## config.mk

```make
export PLATFORM = sky130hd
export DESIGN_NAME = rpt_core
export DESIGN_NICKNAME = d
export VERILOG_FILES = /design/src/rpt_core.v /design/src/rpt_rx_port.v
export VERILOG_INCLUDE_DIRS = /design/src
export SDC_FILE = /design/constraint.sdc
export NUM_CORES = 1
export LEC_CHECK = 0
export BUFFER_PORTS_ARGS = -buffer_cell sky130_fd_sc_hd__buf_4
export CAP_MARGIN = 20
export CORE_MARGIN = 8
export CORE_UTILIZATION = 33
export DETAILED_ROUTE_END_ITERATION = 8
export GPL_ROUTABILITY_DRIVEN = 1
export GPL_TIMING_DRIVEN = 1
export PLACE_DENSITY_LB_ADDON = 0.15
export SYNTH_ARGS = -nofsm -noshare
export SYNTH_HDL_FRONTEND = slang
export SYNTH_HIERARCHICAL = 1
export SYNTH_SLANG_ARGS = --single-unit
```

## constraint.sdc

```tcl
create_clock -name sys_clk -period 4.1 [get_ports sys_clk]
set_input_delay 0.205 -clock sys_clk [delete_from_list [all_inputs] [get_ports sys_clk]]
set_output_delay 0.205 -clock sys_clk [all_outputs]
set_load 0.01 [all_outputs]
```

## src/rpt_map.vh

```
// constants shared by the repeater core and its receive stage
// assumes all ports and the core share sys_clk; no file includes this twice without the guard
`ifndef RPT_MAP_VH
`define RPT_MAP_VH

// ----------------------------------------------------------------------------
// code-groups placed on the transmit bytes and the receive-stage reset byte
// ----------------------------------------------------------------------------
`define RPT_JAM_CODE      8'h55
`define RPT_ERR_CODE      8'h1F
`define RPT_IDLE_CODE     8'h00

// ----------------------------------------------------------------------------
// core states
// ----------------------------------------------------------------------------
`define RPT_ST_IDLE       2'h0
`define RPT_ST_FWD        2'h1
`define RPT_ST_JAM        2'h2

// ----------------------------------------------------------------------------
// timing, in bit times, picoseconds, nanoseconds and clock cycles
// ----------------------------------------------------------------------------
`define RPT_BT_PS         1000
`define RPT_CLK_NS        100
`define RPT_SOP_SOJ_BT    976
`define RPT_SOP_VAR_BT    16
`define RPT_PRE_VAR_BT    8
`define RPT_PIPE_CYC      2
// longest allowed start delay in whole cycles, rounded down, at least one
`define RPT_SOP_MAX_CYC   ((`RPT_SOP_SOJ_BT * `RPT_BT_PS) / (`RPT_CLK_NS * 1000) < 1 ? 1 : \
                           (`RPT_SOP_SOJ_BT * `RPT_BT_PS) / (`RPT_CLK_NS * 1000))

// ----------------------------------------------------------------------------
// reset values
// ----------------------------------------------------------------------------
`define RPT_FWD_ONLY_RST  1'b0

`endif

```

## src/rpt_core.v

```verilog
// repeater core: forwards one active port to all others, jams on collision
// assumes every port phy runs on sys_clk and presents a gmii-style byte stream
`timescale 1ns/1ps
`default_nettype none
`include "rpt_map.vh"

module rpt_core #(
  parameter NPORT = 4
) (
  input  wire               sys_clk,
  input  wire               srst,
  input  wire [NPORT-1:0]   rx_dv,
  input  wire [NPORT-1:0]   rx_er,
  input  wire [8*NPORT-1:0] rxd,
  output reg  [NPORT-1:0]   tx_en_q,
  output reg  [NPORT-1:0]   tx_er_q,
  output reg  [8*NPORT-1:0] txd_q,
  output reg  [NPORT-1:0]   fwd_only_q,
  output reg                collision_q,
  output reg                busy_q
);

  localparam IW = (NPORT > 1) ? $clog2(NPORT) : 1;

  // --------------------------------------------------------------------------
  // helpers
  // --------------------------------------------------------------------------
  // true when two or more bits of the vector are set
  function multi;
    input [NPORT-1:0] v;
    integer           i;
    reg               seen;
    begin
      seen  = 1'b0;
      multi = 1'b0;
      for (i = 0; i < NPORT; i = i + 1) begin
        if (v[i] && seen) begin
          multi = 1'b1;
        end
        if (v[i]) begin
          seen = 1'b1;
        end
      end
    end
  endfunction

  // index of the lowest set bit
  function [IW-1:0] first_one;
    input [NPORT-1:0] v;
    integer           i;
    begin
      first_one = {IW{1'b0}};
      for (i = NPORT - 1; i >= 0; i = i - 1) begin
        if (v[i]) begin
          first_one = i[IW-1:0];
        end
      end
    end
  endfunction

  // --------------------------------------------------------------------------
  // receive stage per port
  // --------------------------------------------------------------------------
  wire [NPORT-1:0]   dv;
  wire [NPORT-1:0]   er;
  wire [NPORT-1:0]   act;
  wire [8*NPORT-1:0] data;

  genvar g;
  generate
    for (g = 0; g < NPORT; g = g + 1) begin : g_rx
      rpt_rx_port u_rx (
        .sys_clk (sys_clk),
        .srst    (srst),
        .rx_dv   (rx_dv[g]),
        .rx_er   (rx_er[g]),
        .rxd     (rxd[8*g +: 8]),
        .dv_q    (dv[g]),
        .er_q    (er[g]),
        .act_q   (act[g]),
        .data_q  (data[8*g +: 8])
      );
    end
  endgenerate

  // --------------------------------------------------------------------------
  // state
  // --------------------------------------------------------------------------
  reg [1:0]    st_q;
  reg [1:0]    st_d;
  reg [IW-1:0] src_q;
  reg [IW-1:0] src_d;
  reg          cv_q;
  reg          cv_d;

  wire [NPORT-1:0] src_mask = {{(NPORT-1){1'b0}}, 1'b1} << src_q;
  wire             any_act  = |act;
  wire             src_dv   = dv[src_q];
  wire             src_er   = er[src_q];

  // collision stays declared until the medium falls quiet, so a packet torn by
  // a collision is never resumed mid-frame on the other ports
  always @* begin
    st_d  = st_q;
    src_d = src_q;
    cv_d  = cv_q;
    case (st_q)
      `RPT_ST_IDLE: begin
        cv_d = 1'b0;
        if (multi(act)) begin
          st_d = `RPT_ST_JAM;
        end else if (any_act) begin
          st_d  = `RPT_ST_FWD;
          src_d = first_one(act);
          cv_d  = dv[first_one(act)] & er[first_one(act)];
        end
      end
      `RPT_ST_FWD: begin
        if (|(act & ~src_mask)) begin
          st_d = `RPT_ST_JAM;
        end else if (!any_act) begin
          st_d = `RPT_ST_IDLE;
          cv_d = 1'b0;
        end else if (src_dv && src_er) begin
          cv_d = 1'b1;
        end
      end
      `RPT_ST_JAM: begin
        cv_d = 1'b0;
        if (!any_act) begin
          st_d = `RPT_ST_IDLE;
        end
      end
      default: begin
        st_d  = `RPT_ST_IDLE;
        src_d = {IW{1'b0}};
        cv_d  = 1'b0;
      end
    endcase
  end

  always @(posedge sys_clk) begin
    if (srst) begin
      st_q  <= `RPT_ST_IDLE;
      src_q <= {IW{1'b0}};
      cv_q  <= 1'b0;
    end else begin
      st_q  <= st_d;
      src_q <= src_d;
      cv_q  <= cv_d;
    end
  end

  // --------------------------------------------------------------------------
  // transmit
  // --------------------------------------------------------------------------
  // outputs follow the next state so start, jam start and jam end all see the
  // same fixed two-cycle path; preamble bytes pass untouched and unshortened
  reg [NPORT-1:0]   tx_en_d;
  reg [NPORT-1:0]   tx_er_d;
  reg [8*NPORT-1:0] txd_d;
  reg [NPORT-1:0]   dst_mask;
  integer           p;

  always @* begin
    tx_en_d  = {NPORT{1'b0}};
    tx_er_d  = {NPORT{1'b0}};
    txd_d    = {(8*NPORT){1'b0}};
    dst_mask = ~({{(NPORT-1){1'b0}}, 1'b1} << src_d);
    for (p = 0; p < NPORT; p = p + 1) begin
      if (st_d == `RPT_ST_JAM) begin
        tx_en_d[p]       = 1'b1;
        txd_d[8*p +: 8]  = `RPT_JAM_CODE;
      end else if (st_d == `RPT_ST_FWD && dst_mask[p]) begin
        if (cv_d) begin
          tx_en_d[p]      = 1'b1;
          tx_er_d[p]      = 1'b1;
          txd_d[8*p +: 8] = `RPT_ERR_CODE;
        end else begin
          tx_en_d[p]      = dv[src_d];
          tx_er_d[p]      = er[src_d];
          txd_d[8*p +: 8] = data[8*src_d +: 8];
        end
      end
    end
  end

  // fixed pipeline depth keeps start delay constant from packet to packet
  always @(posedge sys_clk) begin
    if (srst) begin
      tx_en_q     <= {NPORT{1'b0}};
      tx_er_q     <= {NPORT{1'b0}};
      txd_q       <= {(8*NPORT){1'b0}};
      fwd_only_q  <= {NPORT{`RPT_FWD_ONLY_RST}};
      collision_q <= 1'b0;
      busy_q      <= 1'b0;
    end else begin
      tx_en_q     <= tx_en_d;
      tx_er_q     <= tx_er_d;
      txd_q       <= txd_d;
      fwd_only_q  <= {NPORT{1'b1}};
      collision_q <= (st_d == `RPT_ST_JAM);
      busy_q      <= (st_d != `RPT_ST_IDLE);
    end
  end

endmodule
`default_nettype wire

```

## src/rpt_rx_port.v

```verilog
// receive stage of one repeater port: registers the byte stream from the port phy
// assumes the phy receive signals are already on sys_clk (common symbol clock)
`timescale 1ns/1ps
`default_nettype none
`include "rpt_map.vh"

module rpt_rx_port (
  input  wire       sys_clk,
  input  wire       srst,
  input  wire       rx_dv,
  input  wire       rx_er,
  input  wire [7:0] rxd,
  output reg        dv_q,
  output reg        er_q,
  output reg        act_q,
  output reg  [7:0] data_q
);

  // --------------------------------------------------------------------------
  // capture
  // --------------------------------------------------------------------------
  // carrier without data (false carrier, extension) still counts as activity
  always @(posedge sys_clk) begin
    if (srst) begin
      dv_q   <= 1'b0;
      er_q   <= 1'b0;
      act_q  <= 1'b0;
      data_q <= `RPT_IDLE_CODE;
    end else begin
      dv_q   <= rx_dv;
      er_q   <= rx_er;
      act_q  <= rx_dv | rx_er;
      data_q <= rxd;
    end
  end

endmodule
`default_nettype wire

```

* Yosys cells after proc, flatten, opt, wreduce, memory -nomap -nowiden *
Index checks and enable logic that the tools add are counted.

storage, ports and cells
  logic and storage cells = 134
  register bits after elaboration = 95
  bits of input ports = 42
  output and inout port bits = 46

operators by class
  reductions and logical operators = 17
  shift-type cells = 3
  magnitude comparators = 3
  muxes and demuxes = 63
  bitwise operators = 12
  equality and inequality tests = 4

operators with widths
  kind                                                                  number
  7-bit 2-to-1 mux                                                      8
  32-bit by 6-bit variable part select with 8-bit output                1
  1-bit 2-to-1 mux                                                      31
  2-bit 2-to-1 mux                                                      13
  1-bit binary-select mux with 2-bit select                             6
  3-bit OR reduction                                                    4
  2-bit by 3-bit < comparator with 1-bit output, second input constant  3
  1-bit logical AND                                                     8
  8-bit 2-to-1 mux                                                      1
  4-bit inverter                                                        2
  4-bit OR reduction                                                    2
  1-bit by 2-bit << shifter with 4-bit output, first input constant     2
  2-bit case mux with 3 select lines                                    1
  4-bit bitwise AND                                                     1
  2-bit by 1-bit == test with 1-bit output, second input constant       2
  2-bit == test, second input constant                                  2
  4-bit 2-to-1 mux                                                      1
  1-bit inverter                                                        4
  1-bit bitwise OR                                                      4
  2-bit case mux with 2 select lines                                    1
  2-bit zero test                                                       1
  1-bit case mux with 2 select lines                                    1
  2-bit nonzero test                                                    1
  2-bit OR reduction                                                    1
  1-bit bitwise AND                                                     1

* Longest topological paths before layout *
Gate-level depths: netlist of run 1.

  depth after elaboration = 20
  depth in mapped cells = 11
  gate-level depth less buffers = 9

* Modules after synthesis *
The synthesis of run 1 kept the hierarchy.

by module, submodules not included
  module       sequential area each (um2)  cells each  instances  area each (um2)
  rpt_core     960.9                       247         1          2248.4
  rpt_rx_port  220.2                       23          4          310.3

* Worst setup path after synthesis of run 1 *
Ideal clock, no wire load.

  kind = reg2reg
  from = register st_q[0]
  to = register txd_q[12]
  setup slack = 1874 ps
  required time = 4029 ps
  cell stages (with the launch flop) = 11
  arrival = 2155 ps
  buffers on the path = 2
  period minus slack after synthesis = 2226 ps
  library setup time = 71 ps
  cell sequence = dfxtp_1 -> inv_1 -> ha_1 -> clkbuf_1 -> o2bb2ai_1 -> or3_1 -> buf_6 -> o21ai_4 -> a22oi_2 -> and3_4 -> o21ai_1

on the way
  longest elaborated chain between the ends = 8
  elaborated cells between the ends (all ways) = 20
  those cells by class = 4 x eq/ne; 2 x shift; 10 x mux; 1 x bitwise; 3 x reduce/logical

RTL lines
  element                                                                                                         line            source
  start, declared                                                                                                 rpt_core.v:89   reg [1:0] st_q;
  start signal, assigned                                                                                          rpt_core.v:144  st_q <= `RPT_ST_IDLE;
  start signal, assigned                                                                                          rpt_core.v:148  st_q <= st_d;
  parallel branches: the longest is 7 deep, another holds 32-bit by 6-bit variable part select with 8-bit output  --
  7-bit 2-to-1 mux (*)                                                                                            rpt_core.v:171  if (st_d == `RPT_ST_JAM) begin
  end signal, assigned                                                                                            rpt_core.v:193  txd_q <= {(8*NPORT){1'b0}};
  end signal, assigned                                                                                            rpt_core.v:200  txd_q <= txd_d;
  end, declared                                                                                                   rpt_core.v:17   output reg [8*NPORT-1:0] txd_q,

Mark *: on every way between the ends.
A chain may end at the register's enable or synchronous reset.

* Worst setup path after layout of run 1 *
  from = register st_q[0]
  to = register tx_er_q[2]

on the way
  longest elaborated chain between the ends = 8
  elaborated cells between the ends (all ways) = 21
  those cells by class = 4 x eq/ne; 1 x shift; 10 x mux; 2 x bitwise; 4 x reduce/logical

RTL lines
  element                                                                line            source
  parallel branches: the longest is 8 deep, another holds 2-bit == test  --
  end signal, assigned                                                   rpt_core.v:192  tx_er_q <= {NPORT{1'b0}};
  end signal, assigned                                                   rpt_core.v:199  tx_er_q <= tx_er_d;
  end, declared                                                          rpt_core.v:16   output reg [NPORT-1:0] tx_er_q,

Parallel ways; which one is timed is not known. The select of a mux whose other input is x is not followed.

==> results of run 1 <==
[how the worst max path moves through the flow]
stage / start / endpoint / slack [ps] / depth (start not counted)
after global placement: st_q[0] / tx_er_q[2] / 1510 / 9
after global routing: st_q[0] / tx_er_q[2] / 1250 / 9
after CTS: st_q[0] / tx_er_q[2] / 1450 / 9
final: st_q[0] / tx_er_q[2] / 1450 / 9
after detailed placement: st_q[0] / tx_er_q[2] / 1460 / 9
after floorplan: st_q[0] / txd_q[12] / 1870 / 10
[area by class of cell]
type,instances,share of cell area
multi-input combinational,219,0.3363
clock inverter,7,0.01657
sequential,92,0.4206
timing repair buffer,88,0.1509
inverter,10,0.008571
clock buffer,9,0.02829
tap,136,0.03886
[flip-flops by register name, indices dropped and copies added (netlist names)]
name,flops
collision_q,1
st_q,2
fwd_only_q,1
txd_q,32
g_rx.u_rx/dv_q,4
g_rx.u_rx/act_q,4
g_rx.u_rx/er_q,4
busy_q,1
g_rx.u_rx/data_q,32
cv_q,1
src_q,2
tx_en_q,4
tx_er_q,4
[routing by layer]
layer | track usage | vias up | routed length, um
met5 | 0 | - | 0
met4 | 0.05375 | 0 | 83
met3 | 0.03921 | 6 | 549
met2 | 0.1745 | 93 | 3562
met1 | 0.1633 | 1163 | 4278
li1 | - | 1324 | -
[worst register-to-register path, cell delays in order, from the launching register on]
cell and delay, ps:
dfxtp_1 430, inv_1 90, ha_1 350, a21oi_1 190, nor2b_1 70, or3_1 490
nand2_1 270, o2bb2ai_1 120, a211oi_1 420, nor2_1 80
[cell families (layout without fill, tap and decap cells)]
kind of cell	count (synthesis)	count (layout)	share of synthesized area
adder cells (fa/ha/maj)	4	4	0.01434
flip-flops	92	92	0.5278
buffers and inverters	28	114	0.05020
multiplexers	5	5	0.01434
AND/OR/NAND/NOR	123	123	0.2004
XOR/XNOR	3	3	0.007531
AO/OA/AOI/OAI	84	84	0.1854
[metrics by stage]
stage | instances | utilization | total power, mW
after floorplan | 339 | - | 1.387
after CTS | 561 | 0.4261 | 2.170
final | 561 | 0.4261 | 2.145
after detailed placement | 545 | 0.4070 | 1.592
after global routing | 561 | 0.4261 | 2.274
after global placement | 545 | 0.4070 | 1.587
[power breakdown]
group | internal (mW) | switching [mW]
sequential | 0.984 | 0.0478
clock | 0.234 | 0.345
combinational | 0.234 | 0.299
total | 1.45 | 0.691
[placed cells by master (no fill, tap or decap), types with 6 or more instances in the layout]
master    count
nand3_1       6
buf_4        88
o21ai_2       6
o21ai_1      14
nor2_1       33
o21ai_0      11
nor2b_1      43
dfxtp_1      92
a21oi_1       7
a22oi_1       7
nand2_1      15
inv_1        10
clkbuf_8      9
==> reports/qor.yml, run 1 <==
run_status:
  status: "finished clean"
setup_path:
  crit_chain: "inv_1, ha_1, a21oi_1, nor2b_1, or3_1, nand2_1, o2bb2ai_1, a211oi_1, nor2_1"
  r2r_slack_ps: 1450
  path_delay_family: "simple AND/OR/NAND/NOR gates"
  crit_path_end_kind: "flip-flop"
  worstSetupPathType: "flip-flop to flip-flop"
  r2r_end: "tx_er_q[2]"
  worstPathRequired_ps: 4330
  start_kind: "flip-flop"
  critPathMaxStageDelay_ps: 490
  crit_buf_inv: 1
  arrival_ps: 2880
  reg2reg_from: "st_q[0]"
  r2r_cells: 9
  cp_slowest_cell: "or3_1"
  worstPathMaxFanout: 11
layout:
  seqCellArea_mm2: 0.001842
  antenna_cells: 0
  syn2layout_area_growth_pct: 25.49
  drive_gt1_frac: 0.3106
  fillers: 1019
  multiInputGateArea_mm2: 0.001473
  nets: 466
  final_area_mm2: 0.004379
flow_run:
  cap_violations: 0
pwr:
  power_density_mw_per_mm2: 489.7
  p_leak_nw: 1.829
  ir_worst_vdd_v: 0.0001717
synth:
  yosys-top-cells-area: "dfxtp_1 53%, nor2b_1 7.7%, nor2_1 3.5%, buf_6 2.3%, o21ai_1 2.0%"
  synthCells: 339
  ys_seq_area_frac: 0.5278
  yosys-top-cells-count: "92 x dfxtp_1, 43 x nor2b_1, 33 x nor2_1"
  synth_top_area_frac: 0.5278
  synth_area_leader_cell: "dfxtp_1"
  synth_cell_type_count: 54
  syn_area_per_cell_um2: 10.29
  ys_ff_latch: 92
  async_reset_ff_frac: 0
  synth_fp_nets: 385
  synth_area_mm2: 0.003490
  synth_edf_count: 0
  ys_warn_count: 6
  synth_ff_type: "dfxtp_1"
  synth_most_common_cell: "dfxtp_1"
clock_network:
  holdBufCountCts: 0
  numCtsBuffers: 9
  post_cts_buffers: 0
  cts_max_level: 3
  ctsResizeCount: 0
  cts_sinks: 92
  clk_pin_slew_ps: 100
  clk_latency_ps: 360
  clock_path_buffers: 2
  cts_tree: "yes"
  cts-root-buf: "clkbuf_8"
timing:
  maxSlewHeadroom: 0.5733
  rsz0062_at_grt: "false"
  setup_ws_ps: 1449
  post-route-period-util: 0.6467
  slew_violations: 0
  max_freq_mhz: 377.2
  tns_ps: 0
  final_hold_viol_count: 0
  worst_slew_pin_slew_ps: 636.6
  fin_skew_ps: 8.522
  hold_ws_ps: 47.50
  finalSetupViolCount: 0
  fin_crit_ps: 2651
route:
  firstDrtPassIters: 5
  drc_errors: 0
  ant_nets: 0
  drtIter0Drc: 131
  vias: 2586
  avgRoutedWirePerCell_um: 15.11
  routed_wl_um: 8474
  avgViaCountPerCell: 4.610
placement:
  portBuffers: 87
  dp_slack_ps: 1463
  placed_area_mm2: 0.004183
  gp_congestion: 0.8322
  hpwl_um: 6488
die:
  boundaryPins: 88
  initial_utilization: 0.3395
  die_x_um: 118.8
  core_area_mm2: 0.01028
  row_count: 37
  die_h_um: 118.8
  dieArea_mm2: 0.01412
min_path:
  min_path_type: "input pin to flip-flop"
  hold_depth: 2
  hold_path.startpoint: "rxd[24]"
  min_to: "g_rx[3].u_rx/data_q[0]"
grt:
  grt_max_degree: 50
  grt_antenna_before_repair: 0
  track_usage: 0.1217
  grt_pass1_vias: 2694
  grt_overflow: 0
  grt_pass1_wl_um: 13940
Power figures use the tool's default switching activity.
==> inputs of run 2 (changes only) <==
Clock period 4.1 ns to 2.72 ns, I/O delays scaled along.
==> run 2 against run 1 <==
Net effect: power grew 58%; maximum frequency grew 8.6%; count of clock-buffer cells in the layout is the same; cell count grew 7.1%; worst setup slack lost 1200 ps; routed wire length grew 3.1%; sequential share of layout area shrank 3.7 points; critical endpoint is now txd_q[31]; largest power group unchanged; highest routed layer unchanged.
==> reports/qor.yml, run 2 (same netlist as run 1, synthesis figures left out) <==
route:
  firstDrtPassIters: 4  # -1
  ant_nets: 0  # unchanged
  avgRoutedWirePerCell_um: 14.53  # -3.8%
  avgViaCountPerCell: 4.496  # -2.5%
  vias: 2702  # +4.5%
  drc_errors: 0  # unchanged
  routed_wl_um: 8734  # +3.1%
  drtIter0Drc: 140  # +6.9%
clock_network:
  cts_max_level: 3  # unchanged
  clock_path_buffers: 2  # unchanged
  clk_pin_slew_ps: 100  # about the same
  post_cts_buffers: 0  # unchanged
  clk_latency_ps: 350  # about the same
  cts_sinks: 92  # unchanged
  numCtsBuffers: 9  # unchanged
  cts-root-buf: "clkbuf_8"
  cts_tree: "yes"
setup_path:
  crit_chain: "inv_1, ha_1, a21oi_1, nor2b_1, nor3_2, buf_4, nand3_1, a21oi_1, o21ai_0, nor2_1"
  cp_slowest_cell: "dfxtp_1"
  worstPathRequired_ps: 3010  # -1320 ps
  critPathMaxStageDelay_ps: 430  # -60 ps
  crit_buf_inv: 2  # +1
  worstPathMaxFanout: 11  # unchanged
  arrival_ps: 2740  # -140 ps
  crit_path_frequent_cell: "a21oi_1"
  path_delay_family: "compound AO/OA/AOI/OAI gates"
  startpoint: "st_q[0]"
  reg2reg_from: "st_q[0]"
  start_kind: "flip-flop"
  worstSetupPathType: "flip-flop to flip-flop"
  crit_path_end_kind: "flip-flop"
  r2r_end: "txd_q[31]"
  r2r_cells: 10  # +1
  r2r_slack_ps: 280  # -1170 ps
grt:
  grt_antenna_before_repair: 0  # unchanged
  grt_pass1_wl_um: 14630  # +5.0%
  track_usage: 0.1260  # +0.004307
  grt_overflow: 0  # unchanged
  grt_pass1_vias: 2824  # +4.8%
  grt_max_degree: 50  # unchanged
layout:
  fillers: 979  # -3.9%
  layout_common_cells: "92 x dfxtp_1, 92 x buf_4, 43 x nor2b_1"
  reg_top3: "g_rx.u_rx/data_q: 32 flops, txd_q: 32 flops"
  antenna_cells: 0  # unchanged
  multiInputGateArea_mm2: 0.001493  # +1.4%
  seqCellArea_mm2: 0.001842  # unchanged
  nets: 506  # +8.6%
  drive_gt1_frac: 0.3011  # -0.009513
  syn2layout_area_growth_pct: 37.76
timing:
  worst_slew_pin_slew_ps: 545.5  # -91.05 ps
  slew_violations: 0  # unchanged
  maxSlewHeadroom: 0.6363  # +0.06297
  rsz0062_at_grt: "false"
  fin_crit_ps: 2442  # -209.6 ps
  fin_skew_ps: 10.80  # +2.276 ps
  final_hold_viol_count: 0  # unchanged
  tns_ps: 0  # unchanged
  post-route-period-util: 0.8977  # +0.2510
  max_freq_mhz: 409.6  # +8.6%
  finalSetupViolCount: 0  # unchanged
min_path:
  min_to: "g_rx[1].u_rx/data_q[0]"
  hold_path.startpoint: "rxd[8]"
  hold_depth: 2  # unchanged
  min_path_type: "input pin to flip-flop"
die:
  dieArea_mm2: 0.01412  # unchanged
  row_count: 37  # unchanged
  initial_utilization: 0.3395  # unchanged
  boundaryPins: 88  # unchanged
  core_area_mm2: 0.01028  # unchanged
  die_x_um: 118.8  # unchanged
  die_h_um: 118.8  # unchanged
run_status:
  status: "finished clean"
pwr:
  ir_worst_vdd_v: 0.0002550  # +48%
  power_mw: 3.378  # +58%
  p_leak_nw: 2.017  # +10%
  power_density_mw_per_mm2: 702.7  # +43%
placement:
  portBuffers: 87  # unchanged
  hpwl_um: 6527  # +0.60%
  gp_congestion: 0.7923  # -4.8%
flow_run:
  cap_violations: 0  # unchanged
-- run 2: routing by layer --
layer | part of all wire | global-route usage | up-vias
met5 | 0 | 0 | -
met4 | 0.016 | 0.05059 | 0
met3 | 0.052 | 0.03448 | 11
met2 | 0.42 | 0.1883 | 85
met1 | 0.51 | 0.1686 | 1197
li1 | - | - | 1409
-- run 2: how the worst max path moves through the flow --
stage                            end  slack (ps)  depth (start not counted)
after global routing       txd_q[23]          10                         10
after detailed placement  tx_er_q[2]         140                          9
final                      txd_q[31]         280                         10
after CTS                 tx_er_q[2]         120                          9
after global placement    tx_er_q[3]         150                          9
after floorplan            txd_q[12]         490                         10
-- run 2: metrics by stage --
step	utilization	hold WS, ps	area [um^2]	worst slack [ps]	std cells
finish	0.4677	17.73	4807	278.3	601
global route	0.4677	13.67	4807	14.20	601
CTS	0.4658	4.551	4787	124.7	601
detailed placement	0.4099	350.2	4213	135.8	549
global placement	0.4099	352.7	4213	148.6	549
floorplan	-	192.5	3490	493.9	339
-- run 2: power by group --
part           internal [mW]  total [mW]  switching, mW
Clock                  0.445       0.949          0.504
Sequential              1.48        1.56         0.0770
Combinational          0.403       0.868          0.465
Total                   2.33        3.38           1.05
-- run 2: layout make-up --
cell class                      count  area share
Timing Repair Buffer              128      0.2186
Clock inverter                      7     0.01874
Clock buffer                        9     0.02577
Multi-Input combinational cell    219      0.3105
Sequential cell                    92      0.3831
Tap cell                          136     0.03540
Inverter                           10    0.007808
-- run 2: worst register-to-register path, delay by kind of cell (launching register included) --
kind | cells | cell delay, ps
AO/OA/AOI/OAI | 3 | 730
adder cells (fa/ha/maj) | 1 | 330
buffers and inverters | 2 | 320
flip-flops | 1 | 430
AND/OR/NAND/NOR | 4 | 570
-- run 2: timing repair --
item	in CTS	in global routing
endpoints found under the setup margin	0	15
endpoints found under the hold margin	36	0
hold buffers	36	0
gates resized for setup	0	4
==> inputs of run 3 (changes only) <==
Settings changed: HOLD_SLACK_MARGIN set to 0.02.
==> run 3 against run 2 <==
Net effect: cell area is 1.0% higher; global-route usage about the same; hold slack improved by 29 ps; sequential power about the same; highest routed layer unchanged; routed wire length increased by 0.81%; core utilization up 0.49 points.
==> reports/qor.yml, run 3 (same netlist as run 1, synthesis figures left out) <==
timing:
  maxSlewHeadroom: 0.6363  # unchanged
  rsz0062_at_grt: "false"
  slew_violations: 0  # unchanged
  worst_slew_pin_slew_ps: 545.5  # +0.0001192 ps
  tns_ps: 0  # unchanged
  post-route-period-util: 0.8999  # +0.002221
  fin_crit_ps: 2448  # +6.042 ps
  fin_skew_ps: 10.81  # +0.01080 ps
  setup_ws_ps: 272.3  # -6.042 ps
  final_hold_viol_count: 0  # unchanged
  max_freq_mhz: 408.5  # -0.25%
  hold_ws_ps: 47.21  # +29.48 ps
  finalSetupViolCount: 0  # unchanged
setup_path:
  worstPathRequired_ps: 3010  # about the same
  r2r_end: "txd_q[31]"
  r2r_slack_ps: 270  # about the same
  reg2reg_from: "st_q[0]"
  r2r_cells: 10  # unchanged
  worstSetupPathType: "flip-flop to flip-flop"
  crit_path_end_kind: "flip-flop"
  worstPathMaxFanout: 11  # unchanged
  startpoint: "st_q[0]"
  arrival_ps: 2740  # about the same
  cp-endpoint: "txd_q[31]"
  start_kind: "flip-flop"
layout:
  reg_top3: "g_rx.u_rx/data_q: 32 flops, txd_q: 32 flops"
  syn2layout_area_growth_pct: 39.19
  nets: 511  # +0.99%
  fin_cells: 606  # +0.83%
  final_area_mm2: 0.004857  # +1.0%
  fillers: 974  # -0.51%
  drive_gt1_frac: 0.2979  # -0.003203
  layout_common_cells: "92 x dfxtp_1, 92 x buf_4, 43 x nor2b_1"
  antenna_cells: 0  # unchanged
die:
  dieArea_mm2: 0.01412  # unchanged
  row_count: 37  # unchanged
  die_h_um: 118.8  # unchanged
  initial_utilization: 0.3395  # unchanged
  die_x_um: 118.8  # unchanged
  core_area_mm2: 0.01028  # unchanged
  boundaryPins: 88  # unchanged
route:
  drtIter0Drc: 127  # -9.3%
  drc_errors: 0  # unchanged
  vias: 2732  # +1.1%
  ant_nets: 0  # unchanged
  avgRoutedWirePerCell_um: 14.53  # about the same
  avgViaCountPerCell: 4.508  # +0.28%
  routed_wl_um: 8805  # +0.81%
  firstDrtPassIters: 4  # unchanged
placement:
  hpwl_um: 6527  # unchanged
  gp_congestion: 0.7923  # unchanged
  dp_slack_ps: 135.8  # unchanged
  placed_cells: 549  # unchanged
  portBuffers: 87  # unchanged
  placed_area_mm2: 0.004213  # unchanged
grt:
  grt_antenna_before_repair: 0  # unchanged
  grt_pass1_vias: 2838  # +0.50%
  track_usage: 0.1262  # +0.0001999
  grt_overflow: 0  # unchanged
  grt_pass1_wl_um: 14620  # about the same
  grt_max_degree: 50  # unchanged
min_path:
  hold_depth: 2  # unchanged
  min_path_type: "input pin to flip-flop"
pwr:
  p_int_mw: 2.337  # +0.21%
  switchingPower_mw: 1.048  # +0.22%
  p_leak_nw: 2.038  # +1.1%
  p_comb_frac: 0.259  # +0.002
  p_sw_frac: 0.3096  # about the same
  clockPowerShare: 0.280  # about the same
  p_seq_frac: 0.461  # about the same
  power_density_mw_per_mm2: 696.9  # -0.82%
  ir_worst_vdd_v: 0.0002553  # +0.11%
clock_network:
  clk_latency_ps: 350  # about the same
  clk_pin_slew_ps: 100  # about the same
  cts_tree: "yes"
  cts_max_level: 3  # unchanged
  clock_path_buffers: 2  # unchanged
  numCtsBuffers: 9  # unchanged
  cts-root-buf: "clkbuf_8"
  cts_sinks: 92  # unchanged
run_status:
  status: "finished clean"
flow_run:
  cap_violations: 0  # unchanged
[run 3: cell count changes in the layout (fill, tap and decap cells not counted), sizes merged]
cell / before / now
dlygate4sd3: 36 / 41
[run 3: stage by stage]
stage | util | power [mW]
after floorplan | - | 2.091
after global placement | 0.4099 | 2.402
after detailed placement | 0.4099 | 2.409
after CTS | 0.4707 | 3.415
after global routing | 0.4726 | 3.575
final | 0.4726 | 3.385
[run 3: worst min path at each step]
stage,start,slack [ps],end
global route,rxd[9],30,g_rx[1].u_rx/data_q[1]
CTS,rxd[9],20,g_rx[1].u_rx/data_q[1]
global placement,rxd[26],350,g_rx[3].u_rx/data_q[2]
detailed placement,rxd[30],350,g_rx[3].u_rx/data_q[6]
finish,rxd[9],50,g_rx[1].u_rx/data_q[1]
floorplan,srst,190,fwd_only_q[2]
[run 3: worst max-delay path: stages (launching register included)]
cell	delay, ps
dfxtp_1	430
inv_1	90
ha_1	340
a21oi_1	190
nor2b_1	80
nor3_2	260
buf_4	230
nand3_1	80
a21oi_1	290
o21ai_0	260
nor2_1	140
[run 3: power by group through the flow]
stage / Clock, mW / Sequential [mW] / Combinational (mW)
finish: 0.949 / 1.56 / 0.875
global route: 1.03 / 1.58 / 0.968
CTS: 0.988 / 1.56 / 0.864
detailed placement: 0 / 1.59 / 0.815
global placement: 0 / 1.60 / 0.802
floorplan: 0 / 1.61 / 0.486
[run 3: area by class of cell]
class | count | area (um^2) | area share
multi-input cells | 219 | 1493 | 0.3073
repair buffers | 133 | 1101 | 0.2267
flip-flops and latches | 92 | 1842 | 0.3792
well taps | 136 | 170.2 | 0.03503
clock buffers | 9 | 123.9 | 0.02550
clock inverters | 7 | 90.09 | 0.01855
inverters | 10 | 37.54 | 0.007728
[run 3: timing repair]
item / CTS / global route
setup buffers: 0 / 0
hold endpoints to repair: 40 / 0
hold buffers: 41 / 0
resized for setup: 0 / 4
endpoints found under the setup margin: 0 / 15
[run 3: metal layers]
metal | GRT usage | share of wire | vias up | wire, um
met5 | 0 | 0 | - | 0
met4 | 0.05059 | 0.016 | 0 | 144
met3 | 0.03496 | 0.056 | 11 | 497
met2 | 0.1890 | 0.43 | 87 | 3746
met1 | 0.1683 | 0.50 | 1217 | 4417
li1 | - | - | 1417 | -
